`src/common/i2c_slave_regs.svh`:
```
// status codes, bit positions and timing counts of the slave controller
// assumes inclusion by the core files; definitions only
`ifndef I2C_SLAVE_REGS_SVH
`define I2C_SLAVE_REGS_SVH

`define ST_IDLE 8'hF8
`define ST_RX_ADDR 8'h60
`define ST_GC_ADDR 8'h70
`define ST_RX_ACK 8'h80
`define ST_RX_NACK 8'h88
`define ST_GC_ACK 8'h90
`define ST_GC_NACK 8'h98
`define ST_STOP 8'hA0
`define ST_TX_ADDR 8'hA8
`define ST_TX_ACK 8'hB8
`define ST_TX_NACK 8'hC0
`define ST_TX_LAST 8'hC8
`define ADDR_GC_BIT 0
`define BUS_FREE_NS 4700
`define CLK_NS 10
`define BUS_FREE_CYC ((`BUS_FREE_NS + `CLK_NS - 1) / `CLK_NS)

`endif

```
`src/common/i2c_slave_pkg.sv`:
```
// types shared by the slave controller files
// assumes nothing beyond the constants header
package i2c_slave_pkg;
	typedef enum logic [6:0] {
		S_IDLE = 7'b0000001,
		S_ADDR = 7'b0000010,
		S_RXBYTE = 7'b0000100,
		S_RXACK = 7'b0001000,
		S_TXBYTE = 7'b0010000,
		S_TXACK = 7'b0100000,
		S_WAIT = 7'b1000000
	} link_state_e;
endpackage : i2c_slave_pkg

```
`src/common/i2c_line_if.sv`:
```
// sampled bus line events between the edge finder and the controller
// assumes one clock domain, clk_sys
`timescale 1ns/1ns
`default_nettype none
interface i2c_line_if;
	logic sclRise;
	logic sclFall;
	logic startSeen;
	logic stopSeen;
	logic sdaLevel;
	logic busFree;
	modport src (output sclRise, output sclFall, output startSeen, output stopSeen,
		output sdaLevel, output busFree);
	modport dst (input sclRise, input sclFall, input startSeen, input stopSeen,
		input sdaLevel, input busFree);
endinterface : i2c_line_if
`default_nettype wire

```
`src/core/i2c_line_sense.sv`:
```
// two-flop synchronisers and edge / start / stop detection of the bus lines
// assumes scl and sda arrive asynchronously to clk_sys
`include "i2c_slave_regs.svh"
`timescale 1ns/1ns
`default_nettype none
module i2c_line_sense (
	input wire logic clk_sys,
	input wire logic reset,
	input wire logic sclIn,
	input wire logic sdaIn,
	i2c_line_if.src lines
);
	logic [1:0] sclSync_reg, sclSync_next, sdaSync_reg, sdaSync_next;
	logic sclOld_reg, sclOld_next, sdaOld_reg, sdaOld_next;
	logic busy_reg, busy_next;
	logic [12:0] freeCnt_reg, freeCnt_next;

	always_comb begin
		sclSync_next = {sclSync_reg[0], sclIn};
		sdaSync_next = {sdaSync_reg[0], sdaIn};
		sclOld_next = sclSync_reg[1];
		sdaOld_next = sdaSync_reg[1];
		busy_next = busy_reg;
		freeCnt_next = freeCnt_reg;
		if (lines.startSeen)
			busy_next = 1'b1;
		else if (lines.stopSeen)
			busy_next = 1'b0;
		// bus counts as free after a stop plus the idle time with both lines high
		if (busy_reg || !sclSync_reg[1] || !sdaSync_reg[1])
			freeCnt_next = 13'h0000;
		else if (freeCnt_reg != 13'(`BUS_FREE_CYC))
			freeCnt_next = freeCnt_reg + 13'h0001;
	end

	always_ff @(posedge clk_sys) begin
		if (reset) begin
			sclSync_reg <= 2'h3;
			sdaSync_reg <= 2'h3;
			sclOld_reg <= 1'b1;
			sdaOld_reg <= 1'b1;
			busy_reg <= 1'b0;
			freeCnt_reg <= 13'h0000;
		end else begin
			sclSync_reg <= sclSync_next;
			sdaSync_reg <= sdaSync_next;
			sclOld_reg <= sclOld_next;
			sdaOld_reg <= sdaOld_next;
			busy_reg <= busy_next;
			freeCnt_reg <= freeCnt_next;
		end
	end

	assign lines.sclRise = sclSync_reg[1] && !sclOld_reg;
	assign lines.sclFall = !sclSync_reg[1] && sclOld_reg;
	assign lines.startSeen = sclSync_reg[1] && sclOld_reg && !sdaSync_reg[1] && sdaOld_reg;
	assign lines.stopSeen = sclSync_reg[1] && sclOld_reg && sdaSync_reg[1] && !sdaOld_reg;
	assign lines.sdaLevel = sdaSync_reg[1];
	assign lines.busFree = freeCnt_reg == 13'(`BUS_FREE_CYC);
endmodule : i2c_line_sense
`default_nettype wire

```
`src/core/i2c_slave_ctrl.sv`:
```
// slave-side controller: address match, receive, transmit, status codes
// assumes software drives control bits and clears the flag by a one-cycle pulse
`include "i2c_slave_regs.svh"
`timescale 1ns/1ns
`default_nettype none
module i2c_slave_ctrl (
	// clock and reset
	input wire logic clk_sys,
	input wire logic reset,
	// bus pins
	input wire logic sclIn,
	input wire logic sdaIn,
	output logic sclOut,
	output logic sclOe,
	output logic sdaOut,
	output logic sdaOe,
	// software control
	input wire logic [7:0] ownSlaveAddr,
	input wire logic ackEnableBit,
	input wire logic startRequestBit,
	input wire logic stopRequestBit,
	input wire logic flagClear,
	input wire logic [7:0] shiftDataIn,
	input wire logic shiftDataWrite,
	// software status
	output logic irqFlag,
	output logic [7:0] statusCode,
	output logic [7:0] shiftData,
	output logic startIssued
);
	i2c_line_if lines ();
	i2c_slave_pkg::link_state_e state_reg, state_next;
	logic [7:0] shift_reg, shift_next;
	logic [2:0] bitCnt_reg, bitCnt_next;
	logic flag_reg, flag_next;
	logic [7:0] status_reg, status_next;
	logic sdaOe_reg, sdaOe_next;
	logic sclOe_reg, sclOe_next;
	logic gcMode_reg, gcMode_next;
	logic txLast_reg, txLast_next;
	logic startPend_reg, startPend_next;
	logic startOut_reg, startOut_next;
	// a whole byte has been shifted in; the fall after a start must not count
	logic byteDone_reg, byteDone_next;
	// the byte before the acknowledge was an address, not data
	logic addrByte_reg, addrByte_next;
	logic addrMatch, gcMatch, acking;

	i2c_line_sense sense (
		.clk_sys(clk_sys),
		.reset(reset),
		.sclIn(sclIn),
		.sdaIn(sdaIn),
		.lines(lines)
	);

	// ack enable is read live, so recognition follows it at once
	assign addrMatch = ackEnableBit && shift_reg[7:1] == ownSlaveAddr[7:1];
	assign gcMatch = ackEnableBit && ownSlaveAddr[`ADDR_GC_BIT] && shift_reg == 8'h00;

	always_comb begin
		state_next = state_reg;
		shift_next = shift_reg;
		bitCnt_next = bitCnt_reg;
		flag_next = flag_reg;
		status_next = status_reg;
		sdaOe_next = sdaOe_reg;
		sclOe_next = sclOe_reg;
		gcMode_next = gcMode_reg;
		txLast_next = txLast_reg;
		startPend_next = startPend_reg;
		startOut_next = 1'b0;
		byteDone_next = byteDone_reg;
		addrByte_next = addrByte_reg;
		acking = 1'b0;
		if (shiftDataWrite && flag_reg)
			shift_next = shiftDataIn;
		// software start request and transmit ack enable are taken only on clearing the flag
		if (flagClear && flag_reg) begin
			flag_next = 1'b0;
			sclOe_next = 1'b0;
			status_next = `ST_IDLE;
			unique case (status_reg)
				`ST_GC_NACK, `ST_STOP, `ST_RX_NACK, `ST_TX_NACK, `ST_TX_LAST: begin
					// not addressed; recognition set by ack enable live
					state_next = i2c_slave_pkg::S_IDLE;
					sdaOe_next = 1'b0;
					startPend_next = startRequestBit;
				end
				`ST_TX_ADDR, `ST_TX_ACK: begin
					// clearing ack enable makes this byte the last one
					txLast_next = !ackEnableBit;
					state_next = i2c_slave_pkg::S_TXBYTE;
					sdaOe_next = !shift_reg[7];
					bitCnt_next = 3'h0;
				end
				default: ;
			endcase
		end else if (lines.stopSeen || (lines.startSeen && state_reg != i2c_slave_pkg::S_IDLE)) begin
			if (state_reg != i2c_slave_pkg::S_IDLE && state_reg != i2c_slave_pkg::S_ADDR
					&& !flag_reg) begin
				flag_next = 1'b1;
				status_next = `ST_STOP;
				sdaOe_next = 1'b0;
				state_next = i2c_slave_pkg::S_WAIT;
			end else if (lines.startSeen) begin
				state_next = i2c_slave_pkg::S_ADDR;
				bitCnt_next = 3'h0;
				byteDone_next = 1'b0;
				sdaOe_next = 1'b0;
			end else begin
				state_next = i2c_slave_pkg::S_IDLE;
				sdaOe_next = 1'b0;
			end
		end else begin
			unique case (state_reg)
				i2c_slave_pkg::S_IDLE: begin
					// bus is still watched while deaf
					if (lines.startSeen) begin
						state_next = i2c_slave_pkg::S_ADDR;
						bitCnt_next = 3'h0;
						byteDone_next = 1'b0;
					end
				end
				i2c_slave_pkg::S_ADDR, i2c_slave_pkg::S_RXBYTE: begin
					if (lines.sclRise) begin
						shift_next = {shift_reg[6:0], lines.sdaLevel};
						bitCnt_next = bitCnt_reg + 3'h1;
						if (bitCnt_reg == 3'h7)
							byteDone_next = 1'b1;
					end
					if (lines.sclFall && byteDone_reg) begin
						byteDone_next = 1'b0;
						addrByte_next = state_reg == i2c_slave_pkg::S_ADDR;
						if (state_reg == i2c_slave_pkg::S_ADDR) begin
							if (addrMatch || gcMatch) begin
								acking = 1'b1;
								gcMode_next = !addrMatch;
							end else
								state_next = i2c_slave_pkg::S_IDLE;
						end else
							acking = ackEnableBit;
						if (acking || state_reg == i2c_slave_pkg::S_RXBYTE) begin
							sdaOe_next = acking;
							state_next = i2c_slave_pkg::S_RXACK;
						end
					end
				end
				i2c_slave_pkg::S_RXACK: begin
					if (lines.sclFall) begin
						sdaOe_next = 1'b0;
						sclOe_next = 1'b1;
						flag_next = 1'b1;
						state_next = i2c_slave_pkg::S_WAIT;
						bitCnt_next = 3'h0;
						if (addrByte_reg && shift_reg[0] && addrMatch && !gcMode_reg) begin
							status_next = `ST_TX_ADDR;
							txLast_next = 1'b0;
						end else if (addrByte_reg)
							status_next = gcMode_reg ? `ST_GC_ADDR : `ST_RX_ADDR;
						else if (gcMode_reg)
							status_next = sdaOe_reg ? `ST_GC_ACK : `ST_GC_NACK;
						else
							status_next = sdaOe_reg ? `ST_RX_ACK : `ST_RX_NACK;
					end
				end
				i2c_slave_pkg::S_WAIT: begin
					// released from the flag: resume the proper phase
					// transmit phases leave straight from the clear
					if (!flag_reg && !sclOe_reg)
						state_next = i2c_slave_pkg::S_RXBYTE;
				end
				i2c_slave_pkg::S_TXBYTE: begin
					if (lines.sclFall) begin
						bitCnt_next = bitCnt_reg + 3'h1;
						shift_next = {shift_reg[6:0], 1'b1};
						sdaOe_next = bitCnt_reg != 3'h7 && !shift_reg[6];
						if (bitCnt_reg == 3'h7)
							state_next = i2c_slave_pkg::S_TXACK;
					end
				end
				i2c_slave_pkg::S_TXACK: begin
					// act at the fall: stretching while the clock is high would cut it short
					if (lines.sclFall) begin
						flag_next = 1'b1;
						sclOe_next = 1'b1;
						state_next = i2c_slave_pkg::S_WAIT;
						if (lines.sdaLevel)
							status_next = `ST_TX_NACK;
						else if (txLast_reg)
							status_next = `ST_TX_LAST;
						else
							status_next = `ST_TX_ACK;
						// after the last byte the data line stays released
						if (lines.sdaLevel || txLast_reg)
							state_next = i2c_slave_pkg::S_WAIT;
					end
				end
				default: state_next = i2c_slave_pkg::S_IDLE;
			endcase
		end
		// pending start goes out once the bus is free
		if (startPend_reg && lines.busFree) begin
			startPend_next = 1'b0;
			startOut_next = 1'b1;
		end
	end

	always_ff @(posedge clk_sys) begin
		if (reset) begin
			state_reg <= i2c_slave_pkg::S_IDLE;
			shift_reg <= 8'h00;
			bitCnt_reg <= 3'h0;
			flag_reg <= 1'b0;
			status_reg <= `ST_IDLE;
			sdaOe_reg <= 1'b0;
			sclOe_reg <= 1'b0;
			gcMode_reg <= 1'b0;
			txLast_reg <= 1'b0;
			startPend_reg <= 1'b0;
			startOut_reg <= 1'b0;
			byteDone_reg <= 1'b0;
			addrByte_reg <= 1'b0;
			statusCode <= `ST_IDLE;
		end else begin
			state_reg <= state_next;
			shift_reg <= shift_next;
			bitCnt_reg <= bitCnt_next;
			flag_reg <= flag_next;
			status_reg <= status_next;
			sdaOe_reg <= sdaOe_next;
			sclOe_reg <= sclOe_next;
			gcMode_reg <= gcMode_next;
			txLast_reg <= txLast_next;
			startPend_reg <= startPend_next;
			startOut_reg <= startOut_next;
			byteDone_reg <= byteDone_next;
			addrByte_reg <= addrByte_next;
			statusCode <= status_next;
		end
	end

	assign sclOut = 1'b0;
	assign sdaOut = 1'b0;
	assign sclOe = sclOe_reg;
	assign sdaOe = sdaOe_reg;
	assign irqFlag = flag_reg;
	assign shiftData = shift_reg;
	assign startIssued = startOut_reg;
endmodule : i2c_slave_ctrl
`default_nettype wire

```
`config.mk`:
```
export PLATFORM = sky130hd
export DESIGN_NAME = i2c_slave_ctrl
export DESIGN_NICKNAME = d
export VERILOG_FILES = /design/src/common/i2c_slave_pkg.sv /design/src/common/i2c_line_if.sv /design/src/core/i2c_line_sense.sv /design/src/core/i2c_slave_ctrl.sv
export VERILOG_INCLUDE_DIRS = /design/src /design/src/common
export SDC_FILE = /design/constraint.sdc
export NUM_CORES = 1
export LEC_CHECK = 0
export ABC_AREA = 1
export BUFFER_PORTS_ARGS = -buffer_cell sky130_fd_sc_hd__clkbuf_2
export CORE_UTILIZATION = 58
export CTS_CLUSTER_DIAMETER = 100
export DETAILED_ROUTE_END_ITERATION = 7
export PLACE_DENSITY = 0.85
export SLEW_MARGIN = 40
export SYNTH_ARGS = -nofsm -noshare
export SYNTH_HDL_FRONTEND = slang
export SYNTH_HIERARCHICAL = 1
export SYNTH_SLANG_ARGS = --single-unit
```
`constraint.sdc`:
```
create_clock -name clk_sys -period 1.8 [get_ports clk_sys]
set_input_delay 0.36 -clock clk_sys [delete_from_list [all_inputs] [get_ports clk_sys]]
set_output_delay 0.36 -clock clk_sys [all_outputs]
set_load 0.1 [all_outputs]
```
==> results <==
- The run finished with clean final reports.
- The count of routing violations after the opening detailed-route iteration is 317.
- The region available for standard cell placement spans 0.00554 mm².
- The non-filler instance count after layout is 695.
- The worst path required time is 2.06 ns.
- The worst-case hold path end point is sense/sdaSync_reg[0]$_SDFF_PP1_.
- In the final layout, the multi-input gates occupy between 0.002 and 0.0025 mm².
- In this run the power spent charging and discharging nets is 2080 µW.
- Summed over all cells, the static leakage comes to 0.00209 µW.
- The synthesized design contains 52 register bits.
- The clock drives 52 sinks.
- The transition time of the tightest slew-check pin is approximately 0.55 ns.
- The final count of pins violating max slew is 0.
- Of the available clock period, the critical path in the final layout requires 0.986.
- The number of cells on the worst reg-to-reg path is 13.
- The global-route usage over all layers is 0.300.
- In this run, CTS created clock tree buffers numbering 5.
- The post-route cell area is roughly 0.004 mm².
- The internal power of the cells is 2260 µW.
- The number of antenna violations at the first check in global routing was 0.
- The maximum cell stage delay along the critical path is 0.34 ns.
- In this run the register-to-register setup slack is 0.03 ns.
- Synthesis handed over a netlist of 552 instances.
- The number of iterations in the first detailed-routing pass is 6.
- The share of power burned in registers is 0.328.
- The critical-path cell with the highest stage delay is sky130_fd_sc_hd__dfxtp_2.
- The number of maximum-capacitance constraint violations is 0.
- The worst-case headroom to the max-slew limit is 0.633.
- The repair_antennas step left the layout with diodes totalling 0.
- In the routed design, unresolved DRC markers number 0.
- The startpoint identified for the worst register-to-register timing path is state_reg[5]$_SDFFE_PP0P_.
- The worst hold path begins at sdaIn.
- After detailed placement, the design holds a cell count of 680.
- The chip height is ~78 µm.
- The register clock-pin slew on the reported worst setup and hold paths is 0.10 ns.
- The post-route antenna net violation count is 0.
- The number of vias per cell after detailed routing is 5.39.
- The worst setup skew after layout is 0.0124 ns.
- The register area share after synthesis is 0.310.
- Entering global routing, the biggest net connects 16 pins.
- In this run the horizontal extent of the chip is 78.1 µm.
- The root buffer selected by CTS is sky130_fd_sc_hd__clkbuf_8.
- The wire length per cell after detailed routing is 13.2 µm.
- Compared with the post-synthesis result, the final layout area differs by 22.0%.
- The total cell area at the placement stage is 0.00378 mm².
- The area enclosed by the die boundary is roughly 0.0061 mm².
- Hold timing on the final database bottoms out at a slack of 0.234 ns.
- Routability-driven placement finished with a final weighted congestion of 0.995.
- Of the cells placed in the final design, the portion with a size suffix greater than 1 is 0.271.
- The number of distinct library cells after synthesis is 36.
- After floorplanning, the core was divided into 27 placement rows.
- Setup repair after global routing could not meet its margin everywhere.
- The min-delay analysis places its worst path in the category input pin to register.
- The endpoint identified for the worst register-to-register timing path is bitCnt_reg[0]$_SDFFE_PP0P_.
- The effective utilization at floorplan is 0.606.
- The most prevalent standard cell on the critical path is sky130_fd_sc_hd__nand2_1.
- The worst ir drop on vdd is about 0.0009 V.
- The count of cells along the worst hold path is 2.
- TritonCTS built the clock tree.
- Buffers placed on the I/O ports in this run total 40.
- The final-layout fill cell count is 477.
- The total overflow left after global routing is 0.
- The critical path contains buffers and inverters numbering 2 combined.
- The kind of cell with the highest combined delay along the critical path is simple AND/OR/NAND/NOR gates.
- The flip-flop and latch area is 0.00106 mm².
- The clock passes through at most 2 buffers.
- The number of hold-slack violations in the final timing report was 0.
- The post-layout net count is 652.
- The kind of end point of the critical path is a register.
- The share of power burned in the clock network is 0.163.
- The count of endpoints failing setup in the final report is 0.
- For the worst-skew pair, the clock arrives at the later sink with an insertion delay of between 0.3 and 0.4 ns.
- Summed over all layers, the routed wires come to 9180 µm.
- STA puts the critical path data arrival time at between 2 and 2.5 ns.
- Timing would allow up to 0.564 GHz.
- The register with the most flip-flops in the layout has 13 of them.
- The first global-routing pass estimated 14500 µm of wire.
- The power per unit of standard cell area is 1060 mW/mm².
- In this run the number of H-tree levels came out at 2.
- The number of global-route vias before repair is 3291.
- After synthesis the cells add up to 0.00336 mm².
- The detailed placement HPWL is a little under 7000 µm.
- Traced cell by cell, the critical path runs through inv_2, nand2_2, nor2_4, nand2_4, a21oi_4, nand3_2, nand2_1, nand2_4, nand2_1, nand2_2, nand2_1, nand2_1, inv_1.
- The worst-path maximum fanout is 6.
- The combinational group share of total power is 0.510.
- The mean instance size in the synthesized netlist is about 6.1 µm².
- The switching part of the total power is 0.479.
- The yosys synthesis warning count is 6.
- The final route contains 3747 vias.
- The final period demand of the worst path is about 1.8 ns.
- The critical path is of the register to register type.
- The worst setup path is launched from a register.
- In this run the count of I/O pins placed on the die edge is 47.
## stage by stage
step,TNS [ns],worst slack [ns],power (µW),utilization
2_1_floorplan,0,0.0260,2940,-
3_3_place_gp,0,0.0590,3310,0.683
3_5_place_dp,0,0.00448,3350,0.683
4_1_cts,0,0.00216,4050,0.700
5_1_grt,-0.877,-0.119,4620,0.740
6_report,0,0.0257,4350,0.740
## area by class of cell
cell class	count	share of cell area
well taps	72	0.0220
multi-input cells	401	0.504
clock inverters	1	0.00214
flip-flops and latches	52	0.260
repair buffers	69	0.104
clock buffers	6	0.0202
inverters	94	0.0882
## synth_stat cells (all sizes together)
cell | count | area, µm²
ha | 4 | 50.1
nand3 | 37 | 210
dfxtp | 52 | 1040
inv | 93 | 352
o21a | 1 | 7.51
a31oi | 1 | 6.26
o221ai | 1 | 8.76
a21oi | 46 | 257
xnor2 | 2 | 17.5
conb | 1 | 3.75
o22ai | 1 | 6.26
o31ai | 2 | 15.0
clkbuf | 3 | 11.3
o211ai | 2 | 15.0
o21ai | 27 | 135
xor2 | 1 | 8.76
o21bai | 1 | 7.51
nor2 | 87 | 374
nor3 | 8 | 45.0
clkinv | 1 | 5.00
or2 | 4 | 25.0
nand2 | 164 | 671
nand4 | 7 | 43.8
buf | 6 | 42.5
## cell families after synthesis
logic type / Yosys count / synth area share
adder cells (fa/ha/maj): 4 / 0.0149
AND/OR/NAND/NOR: 307 / 0.408
flip-flops: 52 / 0.310
XOR/XNOR: 3 / 0.00783
buffers and inverters: 103 / 0.122
other: 1 / 0.00112
AO/OA/AOI/OAI: 82 / 0.136
## power groups by stage
stage	sequential (µW)	clock, µW	combinational, µW
2_1_floorplan	1810	0	1130
3_3_place_gp	1440	0	1870
3_5_place_dp	1440	0	1910
4_1_cts	1420	711	1920
5_1_grt	1450	758	2410
6_report	1430	707	2220
## routing by layer
layer | track usage | up-vias | routed length, µm
met5 | 0 | - | 0
met4 | 0.0981 | 0 | 216
met3 | 0.0500 | 27 | 699
met2 | 0.503 | 163 | 4310
met1 | 0.391 | 1703 | 3950
li1 | - | 1854 | -
## worst register-to-register path, cell delays in order, from the launching register on
cell	delay, ns
sky130_fd_sc_hd__dfxtp_2	0.34
sky130_fd_sc_hd__inv_2	0.05
sky130_fd_sc_hd__nand2_2	0.06
sky130_fd_sc_hd__nor2_4	0.20
sky130_fd_sc_hd__nand2_4	0.13
sky130_fd_sc_hd__a21oi_4	0.26
sky130_fd_sc_hd__nand3_2	0.12
sky130_fd_sc_hd__nand2_1	0.13
sky130_fd_sc_hd__nand2_4	0.09
sky130_fd_sc_hd__nand2_1	0.10
sky130_fd_sc_hd__nand2_2	0.08
sky130_fd_sc_hd__nand2_1	0.08
sky130_fd_sc_hd__nand2_1	0.05
sky130_fd_sc_hd__inv_1	0.04
## what timing repair did
action / CTS / global route
endpoints found under the setup margin: 1 / 24
endpoints found under the hold margin: 0 / 0
hold buffers: 0 / 0
resized for setup: 1 / 56
buffers inserted: 0 / 8
pin swaps: 0 / 16
## cell usage in the layout, fill, tap and decap left out, types with 2 or more instances in the layout
cell type                  instances
sky130_fd_sc_hd__nand2_1         140
sky130_fd_sc_hd__inv_1            81
sky130_fd_sc_hd__nor2_1           72
sky130_fd_sc_hd__clkbuf_2         40
sky130_fd_sc_hd__a21oi_1          37
sky130_fd_sc_hd__dfxtp_1          34
sky130_fd_sc_hd__nand3_1          30
sky130_fd_sc_hd__buf_4            27
sky130_fd_sc_hd__o21ai_0          20
sky130_fd_sc_hd__dfxtp_2          18
sky130_fd_sc_hd__nand2_2          16
sky130_fd_sc_hd__inv_2             9
sky130_fd_sc_hd__nor2_4            9
sky130_fd_sc_hd__nand2_4           8
sky130_fd_sc_hd__nand4_1           7
sky130_fd_sc_hd__nor2_2            6
sky130_fd_sc_hd__nor3_1            6
sky130_fd_sc_hd__o21ai_1           6
sky130_fd_sc_hd__a21oi_2           6
sky130_fd_sc_hd__clkbuf_8          6
sky130_fd_sc_hd__nand3_2           5
sky130_fd_sc_hd__conb_1            5
sky130_fd_sc_hd__ha_1              4
sky130_fd_sc_hd__or2_2             4
sky130_fd_sc_hd__a21oi_4           3
sky130_fd_sc_hd__inv_4             3
sky130_fd_sc_hd__nand3_4           2
sky130_fd_sc_hd__o211ai_1          2
sky130_fd_sc_hd__nor3_2            2
sky130_fd_sc_hd__o31ai_1           2
sky130_fd_sc_hd__buf_6             2
sky130_fd_sc_hd__xnor2_1           2
## how the worst max path moves through the flow
stage,from,slack [ns],endpoint,cells past startpoint
6_report,state_reg[5]$_SDFFE_PP0P_,0.03,bitCnt_reg[0]$_SDFFE_PP0P_,13
5_1_grt,state_reg[3]$_SDFFE_PP0P_,-0.12,bitCnt_reg[1]$_SDFFE_PP0P_,10
4_1_cts,sense/sclSync_reg[1]$_SDFF_PP1_,0.002,state_reg[6]$_SDFFE_PP0P_,15
3_5_place_dp,sense/sclSync_reg[1]$_SDFF_PP1_,0.004,state_reg[5]$_SDFFE_PP0P_,13
3_3_place_gp,sense/sclSync_reg[1]$_SDFF_PP1_,0.06,state_reg[6]$_SDFFE_PP0P_,15
2_1_floorplan,status_reg[5]$_SDFFE_PP1P_,0.03,state_reg[6]$_SDFFE_PP0P_,11
(Power assumes the default switching activity.)
